==> src/hw/swt_params.svh <==
// constants of the wake and timeout supervision block
// Contract
// - transmit dominant timeout after configured time
// - record transmit timeout in pollable flag
// - silence timer restarts on every bus edge
// - wake only after dominant longer than filter
// - failed wake returns to low power
// - bias on within delay of criterion
// - very short dominant pulses are ignored
// - longer dominant pulses restart recessive counter
// - valid FD frames leave error counter unchanged
// - recessive FDF and next bit flag error
// - bias switched automatically, no host needed
// - silence and tolerance only with selective wake
// - bias off in sleep and wake pending, on in normal and standby
`ifndef SWT_PARAMS_SVH
`define SWT_PARAMS_SVH

`define SWT_CLK_KHZ 25000
`define SWT_DOMINANT_TIMEOUT_TIME_US 4000
`define SWT_DOMINANT_TIMEOUT_CYC \
  ((`SWT_DOMINANT_TIMEOUT_TIME_US * `SWT_CLK_KHZ) / 1000)
`define SWT_BUS_SILENCE_TIMEOUT_MS 900
`define SWT_BUS_SILENCE_CYC (`SWT_BUS_SILENCE_TIMEOUT_MS * `SWT_CLK_KHZ)
`define SWT_WAKE_ACTIVITY_FILTER_TIME_NS 2000
`define SWT_WAKE_FILTER_CYC \
  ((`SWT_WAKE_ACTIVITY_FILTER_TIME_NS * `SWT_CLK_KHZ + 999999) / 1000000)
`define SWT_WAKE_TIMEOUT_US 5000
`define SWT_WAKE_TIMEOUT_CYC ((`SWT_WAKE_TIMEOUT_US * `SWT_CLK_KHZ) / 1000)
`define SWT_BIAS_ACTIVATION_DELAY_US 100
`define SWT_BIAS_DELAY_CYC \
  ((`SWT_BIAS_ACTIVATION_DELAY_US * `SWT_CLK_KHZ) / 1000)
`define SWT_IFS_BITS 11

`define SWT_OFF_CTRL 12'h000
`define SWT_OFF_STATUS 12'h004
`define SWT_OFF_BITTIME 12'h008
`define SWT_OFF_ERRCNT 12'h00C

`define SWT_CTRL_MODE_LSB 0
`define SWT_CTRL_SW_EN 2
`define SWT_CTRL_FD_ERR_EN 3
`define SWT_ST_DOMINANT_TIMEOUT_TIME 0
`define SWT_ST_SILENCE 1
`define SWT_ST_WAKE 2
`define SWT_ST_BIAS 3
`define SWT_ST_LOW_POWER 4
`define SWT_ST_IDLE 5
`define SWT_ST_MODE_LSB 6

`define SWT_BITTIME_RESET 8'h32
`define SWT_SW_EN_RESET 1'b1
`define SWT_FD_ERR_EN_RESET 1'b1

`endif

==> src/hw/swt_pkg.sv <==
// types of the wake and timeout supervision block
package swt_pkg;

  typedef enum logic [1:0] {
    SWT_NORMAL,
    SWT_STANDBY,
    SWT_SLEEP,
    SWT_WAKE_PEND
  } swt_mode_t;

  typedef struct packed {
    logic [7:0] dom_len;
    logic [7:0] phase;
    logic [4:0] bit_cnt;
    logic idle;
  } swt_ifs_state_t;

  typedef struct packed {
    swt_mode_t mode;
    logic sw_en;
    logic fd_err_en;
    logic [7:0] bit_cyc;
    logic [7:0] err_cnt;
    logic [16:0] dominant_timeout_time_cnt;
    logic dominant_timeout_time_act;
    logic dominant_timeout_time_flag;
    logic [24:0] sil_cnt;
    logic sil_flag;
    logic [16:0] wake_cnt;
    logic [7:0] filt_cnt;
    logic wake_flag;
    logic [11:0] bias_cnt;
    logic bias_on;
    logic low_power;
    logic bus_prev;
    logic fdf_rec;
    logic txd_bus;
    logic rxd;
    logic pready;
    logic pslverr;
    logic [31:0] prdata;
  } swt_state_t;

endpackage

==> src/hw/swt_ifs_if.sv <==
// link between top and the recessive bit counter
`timescale 1ns/1ps
`default_nettype none
interface swt_ifs_if;
  logic bus_dom;
  logic tol_en;
  logic [7:0] bit_cyc;
  logic idle;
  logic restart;
  modport top (output bus_dom, output tol_en, output bit_cyc,
    input idle, input restart);
  modport cnt (input bus_dom, input tol_en, input bit_cyc,
    output idle, output restart);
endinterface
`default_nettype wire

==> src/hw/swt_ifs.sv <==
// recessive bit counter with short pulse tolerance
`timescale 1ns/1ps
`default_nettype none
`include "swt_params.svh"
module swt_ifs (
  // clock and reset
  input wire logic pclk,
  input wire logic presetn,
  // counter link
  swt_ifs_if.cnt ifs
);
  import swt_pkg::*;

  localparam logic [4:0] IFS_BITS = 5'(`SWT_IFS_BITS);

  swt_ifs_state_t s_q, s_d;
  logic [11:0] dom_x10;
  logic long_pulse;

  always_comb begin
    s_d = s_q;
    dom_x10 = {1'b0, s_q.dom_len, 3'b0} + {3'b0, s_q.dom_len, 1'b0};
    // tolerance threshold at tenth of bit
    long_pulse = ifs.tol_en ? (dom_x10 > {4'h0, ifs.bit_cyc})
                            : (s_q.dom_len != 8'h00);
    if (ifs.bus_dom) begin
      if (s_q.dom_len != 8'hFF) begin
        s_d.dom_len = s_q.dom_len + 8'h01;
      end
    end else begin
      s_d.dom_len = 8'h00;
    end
    if (s_q.phase + 8'h01 >= ifs.bit_cyc) begin
      s_d.phase = 8'h00;
      if (!ifs.bus_dom && s_q.bit_cnt != IFS_BITS) begin
        s_d.bit_cnt = s_q.bit_cnt + 5'h01;
      end
    end else begin
      s_d.phase = s_q.phase + 8'h01;
    end
    if (s_d.bit_cnt == IFS_BITS) begin
      s_d.idle = 1'b1;
    end
    if (ifs.bus_dom && long_pulse) begin
      s_d.phase = 8'h00;
      s_d.bit_cnt = 5'h00;
      s_d.idle = 1'b0;
    end
  end

  always_ff @(posedge pclk or negedge presetn) begin
    if (!presetn) begin
      s_q <= '0;
    end else begin
      s_q <= s_d;
    end
  end

  assign ifs.idle = s_q.idle;
  assign ifs.restart = ifs.bus_dom && long_pulse;

endmodule
`default_nettype wire

==> src/hw/swt_top.sv <==
// wake and timeout supervision logic with apb registers
`timescale 1ns/1ps
`default_nettype none
`include "swt_params.svh"
module swt_top #(
  parameter int unsigned DOMINANT_TIMEOUT_TIME_CYC = `SWT_DOMINANT_TIMEOUT_CYC,
  parameter int unsigned SILENCE_CYC = `SWT_BUS_SILENCE_CYC,
  parameter int unsigned WAKE_CYC = `SWT_WAKE_TIMEOUT_CYC
) (
  // clock and reset
  input wire logic pclk,
  input wire logic presetn,
  // apb slave
  input wire logic psel,
  input wire logic penable,
  input wire logic pwrite,
  input wire logic [11:0] paddr,
  input wire logic [31:0] pwdata,
  output logic pready,
  output logic pslverr,
  output logic [31:0] prdata,
  // protocol controller side
  input wire logic txd,
  output logic rxd,
  // bus side, low is dominant
  input wire logic bus_rx,
  output logic txd_bus,
  output logic bias_on,
  output logic low_power,
  output logic silence_expired,
  // frame position marks from the wake frame decoder
  input wire logic fdf_mark,
  input wire logic post_fdf_mark,
  input wire logic fd_frame_ok
);
  import swt_pkg::*;

  localparam logic [7:0] FILT_CYC = 8'(`SWT_WAKE_FILTER_CYC);
  localparam logic [11:0] BIAS_CYC = 12'(`SWT_BIAS_DELAY_CYC);
  localparam logic [16:0] DOMINANT_TIMEOUT_TIME_END = 17'(DOMINANT_TIMEOUT_TIME_CYC);
  localparam logic [24:0] SIL_END = 25'(SILENCE_CYC);
  localparam logic [16:0] WAKE_END = 17'(WAKE_CYC);

  swt_state_t s_q, s_d;
  swt_ifs_if ifs ();
  logic access;
  logic wr;
  logic bus_dom;
  logic bus_edge;
  logic bias_crit;
  logic [31:0] status;
  logic [31:0] rdata;
  logic hit;

  swt_ifs u_ifs (
    .pclk(pclk),
    .presetn(presetn),
    .ifs(ifs.cnt)
  );

  assign bus_dom = !bus_rx;
  assign ifs.bus_dom = bus_dom;
  assign ifs.tol_en = s_q.sw_en;
  assign ifs.bit_cyc = s_q.bit_cyc;

  // second cycle of the access phase answers
  assign access = psel && penable && !s_q.pready;
  assign wr = access && pwrite;

  always_comb begin
    status = 32'h0;
    status[`SWT_ST_DOMINANT_TIMEOUT_TIME] = s_q.dominant_timeout_time_flag;
    status[`SWT_ST_SILENCE] = s_q.sil_flag;
    status[`SWT_ST_WAKE] = s_q.wake_flag;
    status[`SWT_ST_BIAS] = s_q.bias_on;
    status[`SWT_ST_LOW_POWER] = s_q.low_power;
    status[`SWT_ST_IDLE] = ifs.idle;
    status[`SWT_ST_MODE_LSB +: 2] = s_q.mode;
  end

  always_comb begin
    hit = 1'b1;
    rdata = 32'h0;
    case (paddr)
      `SWT_OFF_CTRL: begin
        rdata[`SWT_CTRL_MODE_LSB +: 2] = s_q.mode;
        rdata[`SWT_CTRL_SW_EN] = s_q.sw_en;
        rdata[`SWT_CTRL_FD_ERR_EN] = s_q.fd_err_en;
      end
      `SWT_OFF_STATUS: begin
        rdata = status;
      end
      `SWT_OFF_BITTIME: begin
        rdata[7:0] = s_q.bit_cyc;
      end
      `SWT_OFF_ERRCNT: begin
        rdata[7:0] = s_q.err_cnt;
      end
      default: begin
        hit = 1'b0;
      end
    endcase
  end

  always_comb begin
    s_d = s_q;
    bus_edge = bus_rx != s_q.bus_prev;
    s_d.bus_prev = bus_rx;

    // apb answer
    s_d.pready = access;
    s_d.pslverr = access && !hit;
    s_d.prdata = (access && !pwrite && hit) ? rdata : 32'h0;

    // software writes; sticky flags cleared by writing one
    if (wr && hit) begin
      case (paddr)
        `SWT_OFF_CTRL: begin
          s_d.mode = swt_mode_t'(pwdata[`SWT_CTRL_MODE_LSB +: 2]);
          if (pwdata[`SWT_CTRL_MODE_LSB +: 2] == SWT_WAKE_PEND) begin
            s_d.mode = SWT_SLEEP;
          end
          s_d.sw_en = pwdata[`SWT_CTRL_SW_EN];
          s_d.fd_err_en = pwdata[`SWT_CTRL_FD_ERR_EN];
          s_d.wake_cnt = 17'h0;
          s_d.filt_cnt = 8'h0;
        end
        `SWT_OFF_STATUS: begin
          if (pwdata[`SWT_ST_DOMINANT_TIMEOUT_TIME]) begin
            s_d.dominant_timeout_time_flag = 1'b0;
          end
          if (pwdata[`SWT_ST_SILENCE]) begin
            s_d.sil_flag = 1'b0;
          end
          if (pwdata[`SWT_ST_WAKE]) begin
            s_d.wake_flag = 1'b0;
          end
        end
        `SWT_OFF_BITTIME: begin
          s_d.bit_cyc = pwdata[7:0];
        end
        `SWT_OFF_ERRCNT: begin
          s_d.err_cnt = 8'h0;
        end
        default: begin
          s_d.bit_cyc = s_q.bit_cyc;
        end
      endcase
    end

    if (txd) begin
      s_d.dominant_timeout_time_cnt = 17'h0;
      s_d.dominant_timeout_time_act = 1'b0;
    end else if (s_q.dominant_timeout_time_cnt + 17'h1 >= DOMINANT_TIMEOUT_TIME_END) begin
      s_d.dominant_timeout_time_act = 1'b1;
      s_d.dominant_timeout_time_flag = 1'b1;
    end else begin
      s_d.dominant_timeout_time_cnt = s_q.dominant_timeout_time_cnt + 17'h1;
    end
    s_d.txd_bus = txd || s_d.dominant_timeout_time_act
      || s_q.mode == SWT_SLEEP || s_q.mode == SWT_WAKE_PEND;

    // silence timer restarts on bus edge
    if (!s_q.sw_en || bus_edge) begin
      s_d.sil_cnt = 25'h0;
    end else if (s_q.sil_cnt + 25'h1 >= SIL_END) begin
      s_d.sil_flag = 1'b1;
    end else begin
      s_d.sil_cnt = s_q.sil_cnt + 25'h1;
    end

    // low power wake handling
    case (s_q.mode)
      SWT_SLEEP: begin
        s_d.low_power = 1'b1;
        s_d.filt_cnt = 8'h0;
        s_d.wake_cnt = 17'h0;
        if (bus_dom) begin
          s_d.mode = SWT_WAKE_PEND;
          s_d.low_power = 1'b0;
        end
      end
      SWT_WAKE_PEND: begin
        s_d.wake_cnt = s_q.wake_cnt + 17'h1;
        s_d.filt_cnt = bus_dom ? s_q.filt_cnt + 8'h1 : 8'h0;
        // dominant longer than filter time wakes
        if (bus_dom && s_q.filt_cnt >= FILT_CYC) begin
          s_d.wake_flag = 1'b1;
          s_d.mode = SWT_STANDBY;
        // failed wake returns to low power
        end else if (s_q.wake_cnt + 17'h1 >= WAKE_END) begin
          s_d.mode = SWT_SLEEP;
          s_d.low_power = 1'b1;
        end
      end
      SWT_STANDBY: begin
        s_d.low_power = 1'b0;
      end
      SWT_NORMAL: begin
        s_d.low_power = 1'b0;
      end
      default: begin
        s_d.mode = SWT_STANDBY;
      end
    endcase

    // wake shows as held low receive output until cleared, except in normal mode where receive follows the bus
    if (s_q.mode == SWT_NORMAL) begin
      s_d.rxd = bus_rx;
    end else begin
      s_d.rxd = !s_q.wake_flag;
    end

    bias_crit = s_q.mode == SWT_NORMAL || s_q.mode == SWT_STANDBY;
    if (!bias_crit) begin
      s_d.bias_cnt = 12'h0;
      s_d.bias_on = 1'b0;
    end else if (s_q.bias_cnt + 12'h1 >= BIAS_CYC) begin
      s_d.bias_on = 1'b1;
    end else begin
      s_d.bias_cnt = s_q.bias_cnt + 12'h1;
    end

    // recessive FDF then recessive next bit
    if (fdf_mark) begin
      s_d.fdf_rec = bus_rx;
    end
    if (post_fdf_mark && s_q.fdf_rec && bus_rx && s_q.fd_err_en
        && s_q.err_cnt != 8'hFF) begin
      s_d.err_cnt = s_q.err_cnt + 8'h1;
    end
    if (fd_frame_ok) begin
      s_d.fdf_rec = 1'b0;
    end
  end

  always_ff @(posedge pclk or negedge presetn) begin
    if (!presetn) begin
      s_q <= '0;
      s_q.mode <= SWT_STANDBY;
      s_q.sw_en <= `SWT_SW_EN_RESET;
      s_q.fd_err_en <= `SWT_FD_ERR_EN_RESET;
      s_q.bit_cyc <= `SWT_BITTIME_RESET;
      s_q.bus_prev <= 1'b1;
      s_q.txd_bus <= 1'b1;
      s_q.rxd <= 1'b1;
    end else begin
      s_q <= s_d;
    end
  end

  assign pready = s_q.pready;
  assign pslverr = s_q.pslverr;
  assign prdata = s_q.prdata;
  assign rxd = s_q.rxd;
  assign txd_bus = s_q.txd_bus;
  assign bias_on = s_q.bias_on;
  assign low_power = s_q.low_power;
  assign silence_expired = s_q.sil_flag;

endmodule
`default_nettype wire

==> config.mk <==
export PLATFORM = sky130hd
export DESIGN_NAME = swt_top
export DESIGN_NICKNAME = d
export VERILOG_FILES = /design/src/hw/swt_pkg.sv /design/src/hw/swt_ifs_if.sv /design/src/hw/swt_ifs.sv /design/src/hw/swt_top.sv
export VERILOG_INCLUDE_DIRS = /design/src /design/src/hw
export SDC_FILE = /design/constraint.sdc
export NUM_CORES = 1
export LEC_CHECK = 0
export BUFFER_PORTS_ARGS = -buffer_cell sky130_fd_sc_hd__buf_2
export CORE_MARGIN = 2
export CORE_UTILIZATION = 55
export CTS_CLUSTER_DIAMETER = 30
export DETAILED_ROUTE_END_ITERATION = 7
export PLACE_DENSITY_LB_ADDON = 0.12
export SYNTH_ARGS = -nofsm -noshare
export SYNTH_HDL_FRONTEND = slang
export SYNTH_SLANG_ARGS = --single-unit
==> constraint.sdc <==
create_clock -name pclk -period 4.29 [get_ports pclk]
set_clock_uncertainty 0.2 [all_clocks]
set_input_delay 0.858 -clock pclk [delete_from_list [all_inputs] [get_ports pclk]]
set_output_delay 0.858 -clock pclk [all_outputs]
set_load 0.1 [all_outputs]
==> results.py <==
metrics = {
    "layout": {
        "nets": 1145,
        "area_growth_pct": 8.65,
        "drive_gt1_frac": 0.132,
    },
    "yosys": {
        "synthMuxAreaShare": 0.0347,
        "synth-simple-area-share": 0.254,
        "synth_top_family_by_area": "simple AND/OR/NAND/NOR gates",
        "yosysWarnings": 0,
        "synthXorXnorAreaFrac": 0.0381,
        "synthAdderAreaFrac": 0.0485,
        "synth-main-ff-cell": "dfrtp_1",
        "synth_edf_count": 0,
        "yosys.cell_types.count": 82,
        "synth_compound_area_frac": 0.174,
        "ys_async_sr_fraction": 1.00,
        "synth_cells": 1040,
        "synth_seq_cells": 141,
        "seq_area_frac_synth": 0.385,
        "avgSynthCellArea_um2": 8.84,
        "syn_area_um2": 9190,
    },
    "cts": {
        "ctsHtreeMaxLevel": 4,
        "cts_hold_buf": 0,
        "ctsLongestPathBuffers": 2,
        "root_buffer": "clkbuf_16",
        "clk_latency_ns": 0.43,
        "postCtsSetupRepairBufs": 0,
        "clk_pin_slew_worst_paths_ns": 0.06,
        "cts_buffers": 17,
        "post_cts_resized": 0,
        "cts.sinks": 141,
        "cts_tree": "done",
    },
    "place": {
        "gp_congestion": 0.889,
        "dp_hpwl_mm": 14.1,
        "port_buffers": 44,
    },
    "sta": {
        "fmax_mhz": 266,
        "rsz0062_at_grt": "false",
        "tns_ns": 0,
        "tightest_slew_ns": 0.884,
        "setup_viol_count_final": 0,
        "slew_violations": 0,
        "hold_viol": 0,
        "min_period_ns": 3.76,
        "slew_headroom": 0.405,
        "fin_crit_sh": 0.876,
    },
    "power": {
        "powerDensity_nw_per_um2": 333,
        "fin_total_pwr_uw": 3320,
        "leakage_uw": 0.00429,
        "irDropWorstVdd_mv": 0.300,
    },
    "worst_setup_path": {
        "cp_slowest_cell": "o21a_2",
        "crit_type": "reg -> reg",
        "crit_path_end_kind": "flop",
        "cp.arrival_ns": 3.88,
        "critPathLaunch": "s_q[79]",
        "path_max_fanout": 28,
        "cp_cell_sequence": "ha_1 -> and3_1 -> nand2_1 -> or3_1 -> a2111o_1 -> nor4b_2 -> o21a_2 -> nor3_2 -> a31o_2",
        "r2r_slack_ns": 0.53,
        "cp_slowest_stage_delay_ns": 0.50,
        "worstSetupStartpointType": "flop",
        "worstPathRequired_ns": 4.41,
        "r2r_start": "s_q[79]",
    },
    "floorplanning": {
        "core_um2": 16500,
        "die_area_um2": 17800,
        "die_x_um": 133,
        "num_rows": 47,
        "start_util": 0.558,
        "fp.dieH_um": 133,
        "io_pins": 93,
    },
    "grt": {
        "grt_pass1_wl_mm": 34.9,
        "grt-ovfl-total": 0,
        "grt.total_usage": 0.240,
        "grt_pass1_vias": 6988,
        "antenna_found_initial": 0,
        "grt_max_degree": 92,
    },
    "status": {
        "status": "finished clean",
    },
    "detailed_routing": {
        "drc": 0,
        "post_drt_wl_per_cell_um": 15.9,
        "vias": 7594,
        "wl_mm": 20.5,
        "avgViaCountPerCell": 5.89,
        "drt_iter0_drc": 508,
        "ant_nets": 0,
        "drt_pre_antenna_iters": 5,
    },
    "hold_path": {
        "min_from": "pready",
        "min_path_type": "reg -> reg",
    },
    "run": {
        "maxCapViolCount": 0,
    },
}
[sequential cells by signal (all words and copies together) (netlist names)]
register / flops
bias_on: 1
ifs.bit_cyc: 8
ifs.tol_en: 1
low_power: 1
prdata: 8
pready: 1
pslverr: 1
rxd: 1
s_q: 95
silence_expired: 1
txd_bus: 1
u_ifs.ifs.idle: 1
u_ifs.s_q: 21
[final cells by class]
class	count	area, µm²
fill	1435	6480
inverter	28	105
sequential	141	3540
multi-input combinational	811	5140
clock inverter	14	156
timing repair buffer	57	324
clock buffer	18	439
tap	220	275
antenna	1	2.50
[logic make-up (layout without fill, tap and decap cells)]
logic type | count (synthesis) | after routing
xor+xnor | 40 | 40
mux | 25 | 25
simple gates | 436 | 436
compound gates | 251 | 251
flops | 141 | 141
other cells | 1 | 25
fa+ha+maj | 35 | 35
buf+inv | 111 | 117
[worst paths after layout]
path | to | cells past startpoint
worst max-delay path | s_q[84] | 9
worst min-delay path | pslverr | 1
worst max register to register | s_q[84] | 9
worst min register to register | pslverr | 1
max in group asynchronous | s_q[141] | 2
min in group asynchronous | s_q[90] | 1
[worst max-delay path: cells and delay by family (launching register included)]
| family | cells | cell delay [ns] |
|---|---|---|
| and+or+nand+nor | 5 | 1.47 |
| AOI/OAI and AO/OA | 3 | 1.20 |
| DFF | 1 | 0.47 |
| adders and majority gates | 1 | 0.29 |
[stage by stage]
step           area, µm²  setup slack [ns]  hold WS, ns  cells  utilization
3_5_place_dp        9390             0.613        0.240   1257        0.570
5_1_grt             9980             0.339        0.273   1289        0.606
2_1_floorplan       9280              1.01        0.221   1063            -
4_1_cts             9980             0.591        0.248   1289        0.606
3_3_place_gp        9390             0.657        0.238   1257        0.570
6_report            9980             0.532        0.251   1290        0.606
[synth_stat cells (4+ instances only)]
cell type,number,area share
nor2_1,95,0.039
nand2_1,101,0.041
o41ai_1,4,0.0038
a211oi_1,5,0.0041
and3_1,20,0.014
xnor2_1,23,0.022
buf_4,36,0.029
or4_1,16,0.013
nand2b_1,8,0.0054
and2_1,12,0.0082
o21ai_0,86,0.047
mux2i_1,6,0.0065
nand3_1,43,0.023
nor2b_1,21,0.014
nor3_1,19,0.010
or3_1,15,0.010
clkbuf_1,29,0.012
o31ai_1,24,0.020
a21oi_1,50,0.027
inv_1,28,0.011
a22oi_1,5,0.0041
dfstp_2,9,0.026
ha_1,34,0.046
buf_2,15,0.0082
o211ai_1,4,0.0033
nor4_1,14,0.0095
nor3b_1,9,0.0074
or2_2,4,0.0027
mux4_2,4,0.0098
xor2_1,17,0.016
a31oi_1,17,0.012
mux2_2,15,0.018
nand4_1,26,0.018
dfrtp_1,132,0.36
and4_1,10,0.0095
a21o_1,9,0.0074
[metal layers]
layer,track usage,vias up,routed length (µm)
met3,0.0457,16,980
met5,0,-,0
met1,0.340,3618,9830
met2,0.381,173,9500
li1,-,3787,-
met4,0.0597,0,211
[cell usage in the layout (no fill, tap or decap), types with 26 or more instances in the layout]
| master | n |
|---|---|
| dfrtp_1 | 132 |
| nand2_1 | 101 |
| nor2_1 | 95 |
| o21ai_0 | 86 |
| a21oi_1 | 50 |
| nand3_1 | 43 |
| buf_2 | 43 |
| ha_1 | 34 |
| inv_1 | 28 |
| nand4_1 | 26 |
[where the power goes]
part | total [µW] | internal (µW) | switching, µW | leakage (µW)
clock | 1500 | 882 | 620 | 0.000286
combinational | 354 | 107 | 246 | 0.00217
sequential | 1460 | 1380 | 80.5 | 0.00183
Power figures use the tool's default switching activity.
